File: config.mk
export PLATFORM = sky130hd
export DESIGN_NAME = pll_clock_fanout_divider
export DESIGN_NICKNAME = d
export VERILOG_FILES = /design/src/rtl/pfd_pkg.sv /design/src/rtl/pll_clock_fanout_divider.sv /design/src/rtl/osc_tracker.sv
export VERILOG_INCLUDE_DIRS = /design/src /design/src/rtl
export SDC_FILE = /design/constraint.sdc
export NUM_CORES = 1
export LEC_CHECK = 0
export ABC_AREA = 1
export BUFFER_PORTS_ARGS = -buffer_cell sky130_fd_sc_hd__buf_2
export CORE_MARGIN = 1
export CORE_UTILIZATION = 50
export CTS_CLUSTER_DIAMETER = 40
export CTS_CLUSTER_SIZE = 40
export DETAILED_ROUTE_END_ITERATION = 6
export PLACE_DENSITY = 0.71
export SLEW_MARGIN = 0
export SYNTH_ARGS = -nofsm -noshare
export SYNTH_HDL_FRONTEND = slang
export SYNTH_SLANG_ARGS = --single-unit
File: constraint.sdc
create_clock -name I_CLOCK -period 7.7 [get_ports I_CLOCK]
set_input_delay 1.155 -clock I_CLOCK [delete_from_list [all_inputs] [get_ports I_CLOCK]]
set_output_delay 1.155 -clock I_CLOCK [all_outputs]
set_load 0.01 [all_outputs]
File: src/rtl/pfd_params.svh
// Constants of the clock fanout divider: offsets, fields, resets, timing
`ifndef PFD_PARAMS_SVH
`define PFD_PARAMS_SVH

// ==========================================================
// Timing
// ==========================================================
`define PFD_CLK_MHZ       100
`define PFD_LOCK_MIN_MHZ  30

// ==========================================================
// Register offsets (byte addresses)
// ==========================================================
`define PFD_OFS_CTRL      4'h0
`define PFD_OFS_STATUS    4'h4
`define PFD_OFS_IRQ_STAT  4'h8
`define PFD_OFS_IRQ_MASK  4'hc

// ==========================================================
// Fields and reset values
// ==========================================================
`define PFD_CTRL_RUNS_W   8
`define PFD_CTRL_RST      8'h04
`define PFD_ST_LOCK_BIT   0
`define PFD_ST_LOOP_BIT   1
`define PFD_ST_PER_LSB    8
`define PFD_IRQ_W         2
`define PFD_IRQ_GAIN_BIT  0
`define PFD_IRQ_LOSS_BIT  1
`define PFD_MASK_RST      2'h0
`define PFD_PERIOD_RST    16'h0008
`define PFD_CNT_RST       3'h0

`endif

File: src/rtl/pfd_pkg.sv
// Types shared by the clock fanout divider files
package pfd_pkg;

  // ==========================================================
  // Clock output group
  // ==========================================================
  typedef struct packed {
    logic       double_rate_output;
    logic [4:0] base_rate_outputs;
    logic       inverted_base_output;
    logic       half_rate_output;
  } clk_outs_s;

  // ==========================================================
  // Avalon-MM request group
  // ==========================================================
  typedef struct packed {
    logic [3:0]  address;
    logic        read;
    logic        write;
    logic [31:0] writedata;
    logic [3:0]  byteenable;
  } avs_req_s;

  // Bus slave states
  typedef enum logic {BUS_IDLE, BUS_ANSWER} bus_state_e;

endpackage

File: src/rtl/pll_clock_fanout_divider.sv
// Clock fanout divider: reference pick, loop, output dividers, register slave
//
// Functional notes
// - Reference choice 1 picks clock B, 0 picks A
// - Inverted output: base rate, opposite polarity
// - Double rate output aligned, twice base rate
// - Half rate output aligned, half base rate
// - Lock high when locked, low otherwise
// - Low enable asynchronously clears divider registers
// - Enable low tri-states outputs, high drives them
// - Loop enable switches the loop on/off
// - Edge choice low: rising, high: falling
// - Fed-back output matches reference, others scaled
// - Range choice only adds oscillator divide-by-two
// - Lock untrusted with oscillator below 30 MHz
// - Eight clock outputs in four kinds
// - Loop only replicates; logic divides afterwards
`timescale 1ns/1ns
`include "pfd_params.svh"
module pll_clock_fanout_divider #(
  parameter int          PW      = 16,
  parameter int          TOL     = 2,
  parameter logic [15:0] PER_MAX = 16'hffff
) (
  input  wire logic              I_CLOCK,
  input  wire logic              I_SYS_RST,
  input  wire logic              I_CLK_EN,
  input  wire logic              I_REF_CLOCK_A,
  input  wire logic              I_REF_CLOCK_B,
  input  wire logic              I_REF_CHOICE,
  input  wire logic              I_VCO_RANGE_CHOICE,
  input  wire logic              I_LOOP_RETURN,
  input  wire logic              I_FALLING_EDGE_CHOICE,
  input  wire logic              I_LOOP_ENABLE,
  input  wire logic              I_OE_RST_N,
  input  wire pfd_pkg::avs_req_s I_AVS,
  output logic [31:0]            O_AVS_READDATA,
  output logic                   O_AVS_WAITREQUEST,
  output pfd_pkg::clk_outs_s     O_CLK_OUT,
  output logic [7:0]             O_CLK_OE,
  output logic                   O_LOCK,
  output logic                   O_IRQ
);

  // ==========================================================
  // Helpers
  // ==========================================================
  // Divider count to output levels; double, base and half rise together at wrap to 7, inverted falls
  function automatic pfd_pkg::clk_outs_s outs_of(input logic [2:0] c);
    pfd_pkg::clk_outs_s o;
    o.double_rate_output   = c[0];
    o.base_rate_outputs    = {5{c[1]}};
    o.inverted_base_output = ~c[1];
    o.half_rate_output     = c[2];
    return o;
  endfunction

  // Output value held while the enable pin clears the dividers
  localparam pfd_pkg::clk_outs_s CLEARED = outs_of(`PFD_CNT_RST);

  // Register read mux
  function automatic logic [31:0] rd_word(input logic [3:0] a,
                                          input logic [7:0] ctrl,
                                          input logic [31:0] st,
                                          input logic [1:0] ist,
                                          input logic [1:0] msk);
    logic [31:0] w;
    w = 32'h0000_0000;
    unique case (a)
      `PFD_OFS_CTRL:     w[7:0] = ctrl;
      `PFD_OFS_STATUS:   w      = st;
      `PFD_OFS_IRQ_STAT: w[1:0] = ist;
      `PFD_OFS_IRQ_MASK: w[1:0] = msk;
      default:           w      = 32'h0000_0000;
    endcase
    return w;
  endfunction

  // ==========================================================
  // Reference and return edges
  // ==========================================================
  logic          ref_sel;     // Selected reference level
  logic          refp_q;      // Previous reference level
  logic          fbp_q;       // Previous return level
  logic          ref_edge;    // Chosen edge of the reference
  logic          fb_rise;     // Rising edge of the return
  logic          osc_tick;    // Oscillator or bypass tick
  logic          loop_lock;   // Lock from the loop
  logic [PW-1:0] period;      // Current oscillator half period
  logic [7:0]    ctrl_q;      // Aligned windows for lock
  logic [7:0]    ctrl_d;      // Next aligned window count

  assign ref_sel  = I_REF_CHOICE ? I_REF_CLOCK_B : I_REF_CLOCK_A;
  // Rising edge when choice low, falling when high
  assign ref_edge = I_CLK_EN & (I_FALLING_EDGE_CHOICE ? (refp_q & ~ref_sel)
                                                      : (~refp_q & ref_sel));
  assign fb_rise  = I_CLK_EN & ~fbp_q & I_LOOP_RETURN;

  // Edge history registers
  always_ff @(posedge I_CLOCK) begin
    if (I_SYS_RST) begin
      // Start from the pin levels so leaving reset makes no false edge
      refp_q <= ref_sel;
      fbp_q  <= I_LOOP_RETURN;
    end else if (I_CLK_EN) begin
      refp_q <= ref_sel;
      fbp_q  <= I_LOOP_RETURN;
    end
  end

  // ==========================================================
  // Loop
  // ==========================================================
  osc_tracker #(
    .PW      (PW),
    .TOL     (TOL),
    .PER_MAX (PW'(PER_MAX))
  ) u_loop (
    .i_clk       (I_CLOCK),
    .i_rst       (I_SYS_RST),
    .i_ce        (I_CLK_EN),
    .i_loop_on   (I_LOOP_ENABLE),
    .i_ref_edge  (ref_edge),
    .i_fb_rise   (fb_rise),
    .i_lock_runs (ctrl_q),
    .o_osc_tick  (osc_tick),
    .o_lock      (loop_lock),
    .o_period    (period)
  );

  // ==========================================================
  // Range prescaler and output dividers
  // ==========================================================
  logic               pre_q, pre_d;  // Oscillator divide-by-two phase
  logic               div_en;        // Divider advance strobe
  logic [2:0]         cnt_q, cnt_d;  // Divider chain
  pfd_pkg::clk_outs_s out_q, out_d;  // Registered output levels

  // Range high halves ticks; bypass skips the prescaler
  assign div_en = osc_tick & (~I_LOOP_ENABLE | ~I_VCO_RANGE_CHOICE | pre_q);

  // Divider next state
  always_comb begin
    pre_d = pre_q;
    cnt_d = cnt_q;
    if (I_SYS_RST) begin
      pre_d = 1'b0;
      cnt_d = `PFD_CNT_RST;
    end else if (I_CLK_EN) begin
      // Prescaler toggles only in the oscillator path
      if (osc_tick && I_LOOP_ENABLE && I_VCO_RANGE_CHOICE) begin
        pre_d = ~pre_q;
      end
      // Divide after the loop: x2, base, inverted, half
      if (div_en) begin
        cnt_d = cnt_q - 3'h1;
      end
    end
    out_d = outs_of(cnt_d);
  end

  // Divider registers, cleared at once by the enable pin
  always_ff @(posedge I_CLOCK or negedge I_OE_RST_N) begin
    if (!I_OE_RST_N) begin
      pre_q <= 1'b0;
      cnt_q <= `PFD_CNT_RST;
      out_q <= CLEARED;
    end else begin
      pre_q <= pre_d;
      cnt_q <= cnt_d;
      out_q <= out_d;
    end
  end

  assign O_CLK_OUT = out_q;
  assign O_CLK_OE  = {8{I_OE_RST_N}};
  assign O_LOCK    = loop_lock;

  // ==========================================================
  // Register slave
  // ==========================================================
  pfd_pkg::bus_state_e st_q, st_d;       // Slave phase
  logic [31:0]         rdata_q, rdata_d; // Read data
  logic [1:0]          mask_q, mask_d;   // Interrupt mask
  logic [1:0]          stat_q, stat_d;   // Sticky interrupt status
  logic [1:0]          clr;              // Write-one-to-clear bits
  logic [1:0]          ev;               // Lock gained and lost
  logic                lkp_q;            // Previous lock
  logic                req;              // Read or write pending
  logic [31:0]         status;           // Live status word

  assign req    = I_AVS.read | I_AVS.write;
  assign ev     = {lkp_q & ~loop_lock, ~lkp_q & loop_lock};
  assign status = {{(24 - PW){1'b0}}, period, 6'h00, I_LOOP_ENABLE, loop_lock};

  // Bus and interrupt next state
  always_comb begin
    st_d    = st_q;
    rdata_d = rdata_q;
    ctrl_d  = ctrl_q;
    mask_d  = mask_q;
    clr     = 2'h0;
    unique case (st_q)
      // Take request, latch read data, hold waitrequest one cycle
      pfd_pkg::BUS_IDLE: begin
        if (req) begin
          st_d    = pfd_pkg::BUS_ANSWER;
          rdata_d = I_AVS.read ? rd_word(I_AVS.address, ctrl_q, status,
                                         stat_q, mask_q) : 32'h0000_0000;
        end
      end
      // Waitrequest low: writes take effect now
      pfd_pkg::BUS_ANSWER: begin
        st_d = pfd_pkg::BUS_IDLE;
        if (I_AVS.write && I_AVS.byteenable[0]) begin
          unique case (I_AVS.address)
            `PFD_OFS_CTRL:     ctrl_d = I_AVS.writedata[7:0];
            `PFD_OFS_IRQ_STAT: clr    = I_AVS.writedata[1:0];
            `PFD_OFS_IRQ_MASK: mask_d = I_AVS.writedata[1:0];
            default:           ctrl_d = ctrl_q;
          endcase
        end
      end
    endcase
    // Set wins over a clear in the same cycle
    stat_d = (stat_q & ~clr) | ev;
  end

  // Bus and interrupt registers
  always_ff @(posedge I_CLOCK) begin
    if (I_SYS_RST) begin
      st_q    <= pfd_pkg::BUS_IDLE;
      rdata_q <= 32'h0000_0000;
      ctrl_q  <= `PFD_CTRL_RST;
      mask_q  <= `PFD_MASK_RST;
      stat_q  <= 2'h0;
      lkp_q   <= 1'b0;
    end else if (I_CLK_EN) begin
      st_q    <= st_d;
      rdata_q <= rdata_d;
      ctrl_q  <= ctrl_d;
      mask_q  <= mask_d;
      stat_q  <= stat_d;
      lkp_q   <= loop_lock;
    end
  end

  assign O_AVS_READDATA    = rdata_q;
  assign O_AVS_WAITREQUEST = req & (st_q != pfd_pkg::BUS_ANSWER);
  assign O_IRQ             = |(stat_q & mask_q);

  // ==========================================================
  // Checks
  // ==========================================================
  a_ref_route: assert property (
    @(posedge I_CLOCK) disable iff (I_SYS_RST)
    (ref_edge && $past(I_CLK_EN) && $stable(I_REF_CHOICE))
    |-> (I_REF_CHOICE ? $changed(I_REF_CLOCK_B) : $changed(I_REF_CLOCK_A)))
    else $error("Edge taken from the wrong reference");
  a_edge_pick: assert property (
    @(posedge I_CLOCK) disable iff (I_SYS_RST)
    (ref_edge && $past(I_CLK_EN) && $stable(I_REF_CHOICE))
    |-> (I_FALLING_EDGE_CHOICE ? !ref_sel : ref_sel))
    else $error("Reference edge of wrong polarity");
  a_oe_pins: assert property (
    @(posedge I_CLOCK) disable iff (I_SYS_RST)
    O_CLK_OE == {8{I_OE_RST_N}})
    else $error("Output enables disagree with enable pin");
  a_clear_outs: assert property (
    @(posedge I_CLOCK) disable iff (I_SYS_RST)
    !I_OE_RST_N |-> (O_CLK_OUT == CLEARED && cnt_q == `PFD_CNT_RST))
    else $error("Dividers not cleared by enable pin");
  a_inv_match: assert property (
    @(posedge I_CLOCK) disable iff (I_SYS_RST || !I_OE_RST_N)
    O_CLK_OUT.inverted_base_output == ~O_CLK_OUT.base_rate_outputs[0])
    else $error("Inverted output not opposite to base");
  a_dbl_align: assert property (
    @(posedge I_CLOCK) disable iff (I_SYS_RST || !I_OE_RST_N)
    $rose(O_CLK_OUT.base_rate_outputs[0]) |-> $rose(O_CLK_OUT.double_rate_output))
    else $error("Double rate output not aligned");
  a_half_align: assert property (
    @(posedge I_CLOCK) disable iff (I_SYS_RST || !I_OE_RST_N)
    $rose(O_CLK_OUT.half_rate_output) |-> $rose(O_CLK_OUT.base_rate_outputs[0]))
    else $error("Half rate output not aligned");
  a_div_source: assert property (
    @(posedge I_CLOCK) disable iff (I_SYS_RST || !I_OE_RST_N)
    ($changed(O_CLK_OUT.double_rate_output) && !$past(I_SYS_RST)) |-> $past(div_en))
    else $error("Output moved without a divider tick");
  a_bypass_drive: assert property (
    @(posedge I_CLOCK) disable iff (I_SYS_RST || !I_OE_RST_N)
    (!I_LOOP_ENABLE && ref_edge) |=> $changed(O_CLK_OUT.double_rate_output))
    else $error("Bypass edge did not advance dividers");
  a_range_half: assert property (
    @(posedge I_CLOCK) disable iff (I_SYS_RST || !I_OE_RST_N)
    (I_LOOP_ENABLE && I_VCO_RANGE_CHOICE && div_en)
    |=> (!pre_q && !(I_LOOP_ENABLE && I_VCO_RANGE_CHOICE && div_en)))
    else $error("Prescaler passed two ticks in a row");
  a_bus_answer: assert property (
    @(posedge I_CLOCK) disable iff (I_SYS_RST)
    (req && st_q == pfd_pkg::BUS_IDLE && I_CLK_EN) |=> !O_AVS_WAITREQUEST)
    else $error("Bus answer not after one wait cycle");

endmodule

File: src/rtl/osc_tracker.sv
// Digital loop: oscillator tick generator that tracks the loop return
`timescale 1ns/1ns
`include "pfd_params.svh"
module osc_tracker #(
  parameter int            PW      = 16,
  parameter int            TOL     = 2,
  parameter logic [PW-1:0] PER_MAX = '1
) (
  input  wire logic          i_clk,
  input  wire logic          i_rst,
  input  wire logic          i_ce,
  input  wire logic          i_loop_on,
  input  wire logic          i_ref_edge,
  input  wire logic          i_fb_rise,
  input  wire logic [7:0]    i_lock_runs,
  output logic               o_osc_tick,
  output logic               o_lock,
  output logic [PW-1:0]      o_period
);

  // Slowest half period (clocks) at which lock can still be trusted
  localparam int            SLOW_I = `PFD_CLK_MHZ / (2 * `PFD_LOCK_MIN_MHZ);
  localparam logic [PW-1:0] SLOW   = PW'((SLOW_I < 1) ? 1 : SLOW_I);
  localparam logic [PW-1:0] TOL_W  = PW'(TOL);

  logic [PW-1:0] per_q,  per_d;   // Oscillator half period
  logic [PW-1:0] tcnt_q, tcnt_d;  // Clocks into current half period
  logic [PW-1:0] cyc_q,  cyc_d;   // Clocks since reference edge
  logic [PW-1:0] offs_q, offs_d;  // Lag of first return edge
  logic [1:0]    fbn_q,  fbn_d;   // Return edges in window
  logic [7:0]    runs_q, runs_d;  // Aligned windows in a row
  logic          hold_q, hold_d;  // One clock phase delay
  logic          lock_q, lock_d;
  logic          tick;
  logic          aligned;

  // ==========================================================
  // Loop next state
  // ==========================================================
  always_comb begin
    per_d   = per_q;
    tcnt_d  = tcnt_q;
    cyc_d   = (cyc_q == PER_MAX) ? cyc_q : cyc_q + PW'(1);
    offs_d  = offs_q;
    fbn_d   = fbn_q;
    runs_d  = runs_q;
    hold_d  = hold_q;
    tick    = 1'b0;
    aligned = (fbn_q == 2'h1) && (offs_q <= TOL_W);
    // Oscillator or reference bypass
    if (!i_loop_on) begin
      tick   = i_ref_edge;
      tcnt_d = '0;
      hold_d = 1'b0;
    end else if (hold_q) begin
      hold_d = 1'b0;
    end else if (tcnt_q >= per_q - PW'(1)) begin
      tick   = 1'b1;
      tcnt_d = '0;
    end else begin
      tcnt_d = tcnt_q + PW'(1);
    end
    // Count return edges inside the window
    if (i_fb_rise) begin
      if (fbn_q != 2'h3) begin
        fbn_d = fbn_q + 2'h1;
      end
      if (fbn_q == 2'h0) begin
        offs_d = cyc_q;
      end
    end
    // Close the window at each reference edge
    if (i_ref_edge) begin
      cyc_d  = '0;
      offs_d = '0;
      fbn_d  = {1'b0, i_fb_rise};
      // Return slower than reference: speed up
      if (fbn_q == 2'h0 && per_q > PW'(1)) begin
        per_d = per_q - PW'(1);
      // Return faster: slow down, never past the range limit
      end else if (fbn_q[1] && per_q < PER_MAX) begin
        per_d = per_q + PW'(1);
      // Right rate, late edge: slip phase by one clock
      end else if (fbn_q == 2'h1 && offs_q > TOL_W) begin
        hold_d = i_loop_on;
      end
      runs_d = !aligned ? 8'h00 : (runs_q == 8'hff) ? runs_q : runs_q + 8'h01;
    end
    // Lock only with loop on, enough aligned windows, fast oscillator
    // Judged on the next period, so lock never stands beside a slow one
    lock_d = i_loop_on && (runs_q >= i_lock_runs) && (i_lock_runs != 8'h00)
             && (per_d <= SLOW);
  end

  // ==========================================================
  // Loop registers
  // ==========================================================
  always_ff @(posedge i_clk) begin
    if (i_rst) begin
      per_q  <= PW'(`PFD_PERIOD_RST);
      tcnt_q <= '0;
      cyc_q  <= '0;
      offs_q <= '0;
      fbn_q  <= 2'h0;
      runs_q <= 8'h00;
      hold_q <= 1'b0;
      lock_q <= 1'b0;
    end else if (i_ce) begin
      per_q  <= per_d;
      tcnt_q <= tcnt_d;
      cyc_q  <= cyc_d;
      offs_q <= offs_d;
      fbn_q  <= fbn_d;
      runs_q <= runs_d;
      hold_q <= hold_d;
      lock_q <= lock_d;
    end
  end

  assign o_osc_tick = tick & i_ce;
  assign o_lock     = lock_q;
  assign o_period   = per_q;

  // ==========================================================
  // Checks
  // ==========================================================
  a_lock_off_loop: assert property (
    @(posedge i_clk) disable iff (i_rst)
    (!i_loop_on && i_ce) |=> !o_lock)
    else $error("Lock shown with loop off");
  a_lock_fast_vco: assert property (
    @(posedge i_clk) disable iff (i_rst)
    o_lock |-> (o_period <= SLOW))
    else $error("Lock shown with slow oscillator");
  a_speed_up: assert property (
    @(posedge i_clk) disable iff (i_rst)
    (i_ce && i_loop_on && i_ref_edge && fbn_q == 2'h0 && per_q > PW'(1))
    |=> (per_q == $past(per_q) - PW'(1)))
    else $error("Period not shortened on missing return");

endmodule

==> results of run 1 <==
-- layout make-up --
| class | instances | area [sq um] |
|---|---|---|
| Multi-Input combinational cell | 795 | 4040 |
| Fill cell | 1372 | 5890 |
| Inverter | 116 | 435 |
| Clock inverter | 14 | 161 |
| Sequential cell | 121 | 2470 |
| Tap cell | 180 | 225 |
| Timing Repair Buffer | 72 | 370 |
| Clock buffer | 18 | 450 |
-- metrics by stage --
stage	hold slack (ns)	power (uW)
after floorplan	0.422	854
after global placement	0.439	897
after detailed placement	0.446	900
after CTS	0.457	1720
after global routing	0.482	1780
final	0.453	1710
-- power by group through the flow --
stage	combinational [uW]	clock, uW	sequential [uW]
after global placement	219	0	678
after CTS	224	832	664
final	224	822	665
after global routing	258	859	667
after floorplan	189	0	665
after detailed placement	222	0	678
-- flip-flops by register name, indices dropped and copies added, names as in the netlist, 2 cells and up --
name,flops
u_loop.runs_q,8
cnt_q,3
u_loop.cyc_q,16
ctrl_q,8
u_loop.offs_q,16
u_loop.fbn_q,2
u_loop.o_period,16
stat_q,2
u_loop.tcnt_q,16
O_AVS_READDATA,24
mask_q,2
-- cell families (layout without fill, tap and decap cells) --
logic type	Yosys count	in the layout
and+or+nand+nor	574	574
buffers and inverters	176	220
AOI/OAI and AO/OA	161	161
DFF	121	121
adders and majority gates	34	34
xor gates and xnor gates	18	18
other	1	8
-- final timing paths --
check,end
worst min register to register,stat_q[0]
worst max register to register,u_loop.tcnt_q[3]
worst min-delay path,stat_q[0]
max in group asynchronous,O_CLK_OUT[1]
min in group asynchronous,cnt_q[0]
worst max-delay path,u_loop.tcnt_q[3]
-- per-layer routing --
metal	vias up	track usage (%)	routed length [um]
li1	3618	-	-
met1	3146	29.7	7980
met2	152	40.6	8170
met3	26	4.97	750
met4	0	6.94	265
met5	-	0	0
-- cells in the mapped netlist, types with 2 or more instances --
cell type,instances,area (sq um)
nand2_1,275,1030
nor2_4,5,56.3
nor4_1,6,37.5
nor2_1,138,518
nor2_2,6,37.5
o21ai_0,40,200
dfxtp_1,114,2280
nor3b_1,3,22.5
dfrtp_1,4,100
o211a_1,2,20.0
buf_2,12,60.1
inv_2,7,26.3
clkbuf_1,19,71.3
xor2_1,12,105
xnor2_1,6,52.6
ha_1,34,425
nand3_1,81,405
nand4_1,27,169
a211oi_1,2,15.0
buf_6,3,33.8
o211ai_1,2,15.0
o2111ai_1,2,17.5
a22oi_1,16,120
a21oi_1,80,400
inv_1,109,409
o22ai_1,2,12.5
o21bai_1,2,15.0
nor3_1,17,85.1
nand3b_1,3,22.5
o21ai_1,4,20.0
buf_4,24,180
nand2_2,5,31.3
o21ai_2,2,17.5
edfxtp_1,2,60.1
==> results by group, run 1 <==
Critical path
  – Worst reg2reg path startpoint: u_loop.o_period[2]
  – Max incr delay on CP: 0.41 ns
  – Critical-path top delay cell: dfxtp_1
  – Cell count along the critical path: 16
  – CP arrival: 3.65 ns
  – Worst EP required: 8.04 ns
  – Worst setup SP type: register
  – CP max FO: 15
  – CP top delay family: simple AND/OR/NAND/NOR gates
  – CP Capture Type: register
  – Reg2reg setup slack: 4.38 ns
  – Critical path type: register to register
  – Crit path cell chain: nor2_2 > nand2_1 > nor2_1 > nand2_1 > o21ai_1 > inv_1 > ha_1 > nand2_1 > inv_1 > nand3_1 > inv_1 > a21oi_1 > nand3_1 > nand2_1 > nand2_1 > nor3b_1
  – CP bufs+invs: 3
  – R2R depth: 16
  – Worst setup startpoint: u_loop.o_period[2]
  – Critical path's most frequent cell: nand2_1

Drt
  – DR WL/cell: 13.0 um
  – Final wirelength: 17200 um
  – Vias: 6942
  – Avg Vias per Cell: 5.28
  – Post-route antenna net violation count: 0
  – Initial DRC count: 465
  – Detailed Routing Iterations Pass 1: 7
  – # DRC: 0

Logic synthesis
  – Netlist Area Pre-Place: 7290 sq um
  – Post-synth cell types: 53
  – Post-Synth Adder-Cell Area: 5.84%
  – Warnings, synthesis: 0
  – Syn Inst Count: 1085
  – Prevailing post-synth register cell: dfxtp_1
  – Compound-gate portion of the synthesized area: 12.5%
  – Multiplexer share of the synthesized area: 0%
  – Number of synthesized flops with an enable pin: 2
  – Largest family of logic cells by synthesized area: simple AND/OR/NAND/NOR gates
  – Part of the Yosys area used for sequential elements: 33.9%
  – Synth Area in XOR/XNOR: 2.16%
  – Avg Inst Size Synth: 6.71 sq um
  – Async S/R FF share, synth: 4.13%
  – Yosys reg bits: 121
  – Post-synthesis simple-gate area fraction: 34.5%

Die
  – Rows: 43
  – Die height: 123 um
  – Initial Util: 51.9%
  – Total core area: 14000 sq um
  – Die Area: 15100 sq um
  – Die X: 123 um
  – I/O pin total: 104

Clocking
  – CTS Buffer Depth: 2
  – Clock buffer count from CTS: 17
  – H-tree Lvls: 4
  – CTS Hold Bufs: 0
  – CTS resizes: 0
  – CTS tree: yes
  – Clock root cell: clkbuf_16
  – Clock-pin slew on the worst setup and hold paths: 0.06 ns
  – Clk_lat worst skew: 0.42 ns
  – # Post-CTS Setup Buffers: 0
  – Clock Sinks: 121

Global routing
  – Grt total ovfl: 0
  – Initial antenna violation count: 0
  – Vias in the first global route: 6256
  – First-pass GRT wire length: 28300 um
  – Pin count of the biggest net entering global routing: 58
  – GRT Resource Usage Total: 23.7%

Placement
  – PortBufs: 68
  – DP Cell Count: 1284
  – Worst slack, placed: 4.38 ns
  – Area post-placement: 7540 sq um
  – Final GP Congestion: 0.927
  – DPL Wire Length: 12300 um

Job
  – Max_cap viols: 0

Timing
  – Worst slew margin: 39.8%
  – Max Slew Vio Count: 0
  – Skew final: 0.00589 ns
  – Slew @ Worst Pin: 0.901 ns
  – Minimum clock period: 3.32 ns
  – Final setup viols: 0
  – Fin crit share: 43.1%
  – Final setup TNS: 0 ns
  – Achievable clock frequency: 302 MHz
  – Final hold vios: 0
  – Setup slack after layout: 4.38 ns
  – RSZ-0062 raised after global routing: no

Power and ir drop
  – Switch Pwr: 495 uW
  – Switching Share: 28.9%
  – Logic gate share of total power: 13.1%
  – Register share of total power: 38.9%
  – Power share of the clock group: 48.1%
  – PD cells: 210 nW/um^2
  – Pint: 1220 uW
  – Max VDD drop: 0.195 mV
  – P_leak: 0.00356 uW

Cells and area
  – Area delta synth->final: 11.9%
  – Most frequent cells in the layout: nand2_1 (275), nor2_1 (138), dfxtp_1 (114), inv_1 (109), nand3_1 (81)
  – Post-route cell area: 8150 sq um
  – Inserted Diodes: 0
  – Layout cells sized above 1: 12.1%
  – Share of the core filled with cells: 58.1%
  – Commonest non-fill, non-tap cell in the layout: nand2_1
  – Post-layout nets: 1210
  – Final cell count without fillers: 1316

Worst hold path
  – Hold WC Path Type: register to register
  – Hold path cells: 1
  – Hold_sp: lkp_q

Run status
  – Outcome: finished, final reports clean
(Power assumes the default switching activity.)
==> inputs of run 2 (changes only) <==
==> constraint.sdc (replaced) <==
create_clock -name I_CLOCK -period 3.1 [get_ports I_CLOCK]
set_input_delay 0.465 -clock I_CLOCK [delete_from_list [all_inputs] [get_ports I_CLOCK]]
set_output_delay 0.465 -clock I_CLOCK [all_outputs]
set_load 0.01 [all_outputs]
==> run 2 against run 1 <==
  * Via count is 1.1% higher
  * Cell area up 2.1%
  * Cell count increased by 1.6%
  * Non-clock buffer count is 21 higher
  * Clock skew up 0.0031 ns
  * Routed wire length increased by 1.7%
  * Core utilization up 1.2 points
  * Combinational power grew to 2.7 times the previous value
  * Count of clock-buffer cells in the layout increased by 1
  * Register-to-register slack lost 4.0 ns
  * First-iteration DRC count is 13% lower
  * Largest power group unchanged
  * Highest routed layer unchanged
==> results by group, run 2 (synthesis gave the netlist of run 1 again) <==
Run status
  – Outcome: finished, final reports clean

Drt
  – Initial DRC count: 406
  – Post-Route M1 WL: 8010 um
  – # DRC: 0
  – Final wirelength: 17400 um
  – Wire length on met2: 8460 um
  – Avg Vias per Cell: 5.25
  – Vias: 7020
  – Detailed Routing Iterations Pass 1: 5
  – Post-route antenna net violation count: 0
  – DR WL/cell: 13.0 um
  – WL met3: 687 um
  – Top sig layer: met4

Critical path
  – Worst setup SP type: register
  – Critical path type: register to register
  – CP max FO: 9
  – R2R Path End: u_loop.tcnt_q[3]
  – Reg2reg setup slack: 0.35 ns
  – CP arrival: 3.09 ns
  – End of the critical path: u_loop.tcnt_q[3]
  – CP Capture Type: register
  – Worst reg2reg path startpoint: u_loop.o_period[2]
  – Worst setup startpoint: u_loop.o_period[2]
  – R2R depth: 17
  – Worst EP required: 3.44 ns

Die
  – Die X: 123 um
  – Die Area: 15100 sq um
  – Initial Util: 51.9%
  – I/O pin total: 104
  – Die height: 123 um
  – Rows: 43
  – Total core area: 14000 sq um

Power and ir drop
  – Max VDD drop: 0.387 mV
  – Final Power: 4300 uW
  – P_leak: 0.00368 uW
  – PD cells: 517 nW/um^2

Job
  – Max_cap viols: 0

Placement
  – Worst slack, placed: 0.396 ns
  – DP Cell Count: 1304
  – Final GP Congestion: 0.911
  – DPL Wire Length: 12800 um
  – Area post-placement: 7690 sq um
  – PortBufs: 68

Timing
  – Minimum clock period: 2.75 ns
  – Final hold vios: 0
  – Achievable clock frequency: 364 MHz
  – Skew final: 0.00903 ns
  – Worst slew margin: 42.7%
  – Final setup viols: 0
  – Final setup TNS: 0 ns
  – RSZ-0062 raised after global routing: no
  – Fin crit share: 88.6%
  – Slew @ Worst Pin: 0.852 ns
  – Max Slew Vio Count: 0
  – Setup slack after layout: 0.354 ns

Cells and area
  – Post-route cell area: 8320 sq um
  – Most frequent cells in the layout: nand2_1 (275), nor2_1 (138), dfxtp_1 (114), inv_1 (109), nand3_1 (81)
  – Sequential cell area: 2470 sq um
  – Inserted Diodes: 0
  – Area delta synth->final: 14.2%
  – Commonest non-fill, non-tap cell in the layout: nand2_1
  – Final cell count without fillers: 1337
  – Layout cells sized above 1: 13.7%
  – Post-layout nets: 1231
  – Fillers: 1371
  – Largest register FFs: 24
  – Area of the multi-input gates: 4040 sq um

Clocking
  – Clk_lat worst skew: 0.42 ns
  – H-tree Lvls: 4
  – # Post-CTS Setup Buffers: 0
  – Clock Sinks: 121
  – Clock root cell: clkbuf_16
  – Clock-pin slew on the worst setup and hold paths: 0.06 ns
  – CTS Hold Bufs: 1
  – CTS tree: yes
  – CTS resizes: 0
  – Clock buffer count from CTS: 17
  – CTS Buffer Depth: 2

Worst hold path
  – Hold path cells: 1
  – Hold WC Path Type: primary input to register

Global routing
  – Initial antenna violation count: 0
  – Grt total ovfl: 0
  – Vias in the first global route: 6325
  – GRT Resource Usage Total: 24.3%
  – First-pass GRT wire length: 28800 um
  – Pin count of the biggest net entering global routing: 42
==> run 2: cell count changes in the layout (fill, tap and decap cells not counted) <==
cell / change
clkinv_4: +1
dlygate4sd3_1: +1
buf_4: +20
clkinv_2: -1
clkbuf_8: +1
clkinvlp_4: -1
==> run 2: cell type report <==
class                   count  share of cell area, %
multi-input cells         795                   48.5
flip-flops and latches    121                   29.7
repair buffers             93                   6.37
clock buffers              19                   5.58
inverters                 116                   5.23
well taps                 180                   2.71
clock inverters            13                   1.89
==> run 2: where the power goes <==
group | switching [uW] | internal (uW) | total, uW
Sequential | 39.0 | 1590 | 1630
Clock | 784 | 1280 | 2060
Combinational | 405 | 202 | 607
Total | 1230 | 3070 | 4300
==> run 2: worst max-delay path: stages, from the launching register on <==
cell,delay (ns)
dfxtp_1,0.31
nor2_2,0.15
nand2_1,0.20
nor2_1,0.18
nand2_1,0.09
o21ai_1,0.18
inv_1,0.06
ha_1,0.28
nand2_1,0.09
inv_1,0.04
nand3_1,0.08
inv_1,0.05
a21oi_1,0.26
nand3_1,0.19
nand2_1,0.09
nand2_1,0.06
buf_4,0.18
nor3b_1,0.16
==> run 2: worst min path at each step <==
stage               slack [ns]  endpoint          start
finish                    0.25     fbp_q  I_LOOP_RETURN
global route              0.25     fbp_q  I_LOOP_RETURN
CTS                       0.24     fbp_q  I_LOOP_RETURN
detailed placement        0.32  cnt_q[0]     I_OE_RST_N
global placement          0.32  cnt_q[0]     I_OE_RST_N
floorplan                 0.17  cnt_q[0]     I_OE_RST_N
==> run 2: routing by layer <==
metal,track usage (%),vias up
li1,-,3649
met1,30.1,3193
met2,41.3,147
met3,5.34,31
met4,8.00,0
met5,0,-
==> run 2: stage by stage <==
stage / util, % / hold slack, ns
6_report: 59.3 / 0.252
3_3_place_gp: 54.8 / 0.318
2_1_floorplan: - / 0.169
5_1_grt: 59.3 / 0.253
4_1_cts: 59.3 / 0.240
3_5_place_dp: 54.8 / 0.322
==> inputs of run 3 (changes only) <==
--- a/config.mk
+++ b/config.mk
@@ -8,7 +8,7 @@
 export LEC_CHECK = 0
 export ABC_AREA = 1
 export BUFFER_PORTS_ARGS = -buffer_cell sky130_fd_sc_hd__buf_2
-export CORE_MARGIN = 1
+export CORE_MARGIN = 3
 export CORE_UTILIZATION = 50
 export CTS_CLUSTER_DIAMETER = 40
 export CTS_CLUSTER_SIZE = 40
==> run 3 against run 2 <==
  * Clock skew down 0.0036 ns
  * Flip-flop and latch count is the same
  * Largest power group unchanged
  * Global-route usage shrank 1.9 points
  * Non-clock buffer count unchanged
  * Highest routed layer unchanged
  * Cell count stayed put
  * Critical path type unchanged
  * Cell area down 0.36%
  * Routed wire length is 0.72% higher
  * Total power decreased by 2.2%
  * Combinational power increased by 1%
  * Largest cell class unchanged
==> results by group, run 3 (synthesis gave the netlist of run 1 again) <==
Run status
  – Outcome: finished, final reports clean

Drt
  – Vias: 7013
  – Initial DRC count: 420
  – DR WL/cell: 13.1 um
  – Avg Vias per Cell: 5.25
  – Post-route antenna net violation count: 0
  – # DRC: 0
  – Detailed Routing Iterations Pass 1: 7
  – Final wirelength: 17600 um

Global routing
  – First-pass GRT wire length: 29800 um
  – Grt total ovfl: 0
  – Initial antenna violation count: 0
  – GRT Resource Usage Total: 22.3%
  – Pin count of the biggest net entering global routing: 42
  – Vias in the first global route: 6459

Clocking
  – CTS tree: yes
  – Clock-pin slew on the worst setup and hold paths: 0.06 ns
  – Clock Sinks: 121
  – Clock buffer count from CTS: 17
  – CTS Buffer Depth: 2
  – H-tree Lvls: 4
  – Clk_lat worst skew: 0.42 ns
  – # Post-CTS Setup Buffers: 0
  – Clock root cell: clkbuf_16

Power and ir drop
  – P_leak: 0.00365 uW
  – Max VDD drop: 0.411 mV
  – Final Power: 4200 uW
  – PD cells: 507 nW/um^2

Placement
  – Worst slack, placed: 0.358 ns
  – PortBufs: 68
  – Area post-placement: 7690 sq um
  – Final GP Congestion: 0.892
  – DPL Wire Length: 12900 um

Critical path
  – CP arrival: 3.03 ns
  – Critical path type: register to register
  – Worst setup startpoint: u_loop.o_period[6]
  – CP Capture Type: register
  – Worst EP required: 3.39 ns
  – Worst reg2reg path startpoint: u_loop.o_period[6]
  – Worst setup SP type: register
  – CP max FO: 9

Cells and area
  – Inserted Diodes: 0
  – Commonest non-fill, non-tap cell in the layout: nand2_1
  – Layout cells sized above 1: 13.7%
  – Post-route cell area: 8290 sq um
  – Area delta synth->final: 13.8%
  – Share of the core filled with cells: 59.0%
  – Post-layout nets: 1231
  – Most frequent cells in the layout: nand2_1 (275), nor2_1 (138), dfxtp_1 (114), inv_1 (109)
  – Largest register FFs: 24

Die
  – Die X: 127 um
  – Die Area: 16100 sq um
  – Total core area: 14000 sq um
  – I/O pin total: 104
  – Rows: 43
  – Die height: 127 um
  – Initial Util: 51.9%

Timing
  – Final setup viols: 0
  – Slew @ Worst Pin: 0.848 ns
  – Skew final: 0.00543 ns
  – Worst slew margin: 43.0%
  – Minimum clock period: 2.73 ns
  – Fin crit share: 88.2%
  – Max Slew Vio Count: 0
  – RSZ-0062 raised after global routing: no
  – Final setup TNS: 0 ns
  – Final hold vios: 0
  – Setup slack after layout: 0.366 ns
  – Achievable clock frequency: 366 MHz

Job
  – Max_cap viols: 0

Worst hold path
  – Hold WC Path Type: primary input to register
  – Hold_sp: I_LOOP_RETURN
[run 3: worst paths after layout]
kind | end | slack, ns | cells after the start
max in group asynchronous | O_CLK_OUT[1] | 2.42 | 2
setup reg to reg | cnt_q[1] | 0.37 | 17
min in group asynchronous | cnt_q[0] | 0.44 | 2
hold reg to reg | stat_q[0] | 0.45 | 1
setup / recovery | cnt_q[1] | 0.37 | 17
hold / removal | fbp_q | 0.26 | 1
[run 3: worst max-delay path, cell delays in order, from the launching register on]
cell	delay, ns
dfxtp_1	0.40
nor2_1	0.18
nand2_1	0.14
nor2_1	0.17
nand2_1	0.09
o21ai_1	0.18
inv_1	0.07
ha_1	0.28
nand2_1	0.08
inv_1	0.04
nand3_1	0.08
inv_1	0.05
a21oi_1	0.26
nand3_2	0.15
nand3_1	0.20
nand2_1	0.09
o21ai_0	0.08
nor2_1	0.06
[run 3: routing by layer]
metal	vias to the layer above	part of all wire [%]	track usage, %
li1	3650	-	-
met1	3127	45	28.6
met2	199	48	37.4
met3	37	5.0	4.80
met4	0	2.0	7.32
met5	-	0	0
[run 3: cell type report]
cell class	count	area (sq um)
sequential	121	2470
multi-input combinational	795	4050
fill	1318	5750
timing repair buffer	93	531
clock inverter	14	148
tap	180	225
inverter	116	435
clock buffer	18	439
[run 3: stage by stage]
stage | cells | hold WS (ns)
after detailed placement | 1304 | 0.320
after CTS | 1337 | 0.243
after global routing | 1337 | 0.249
after global placement | 1304 | 0.317
final | 1337 | 0.259
after floorplan | 1092 | 0.169
[run 3: power breakdown]
group | leakage [uW] | switching (uW) | internal, uW
clock network | 0.000280 | 753 | 1210
registers | 0.00101 | 36.0 | 1590
logic | 0.00237 | 410 | 204
total | 0.00365 | 1200 | 3000
[run 3: timing repair]
| action | 4_1_cts | 5_1_grt |
|---|---|---|
| hold endpoints to repair | 4 | 0 |
| setup endpoints to repair | 0 | 1 |
| gates resized for setup | 0 | 1 |
| hold buffers | 1 | 0 |
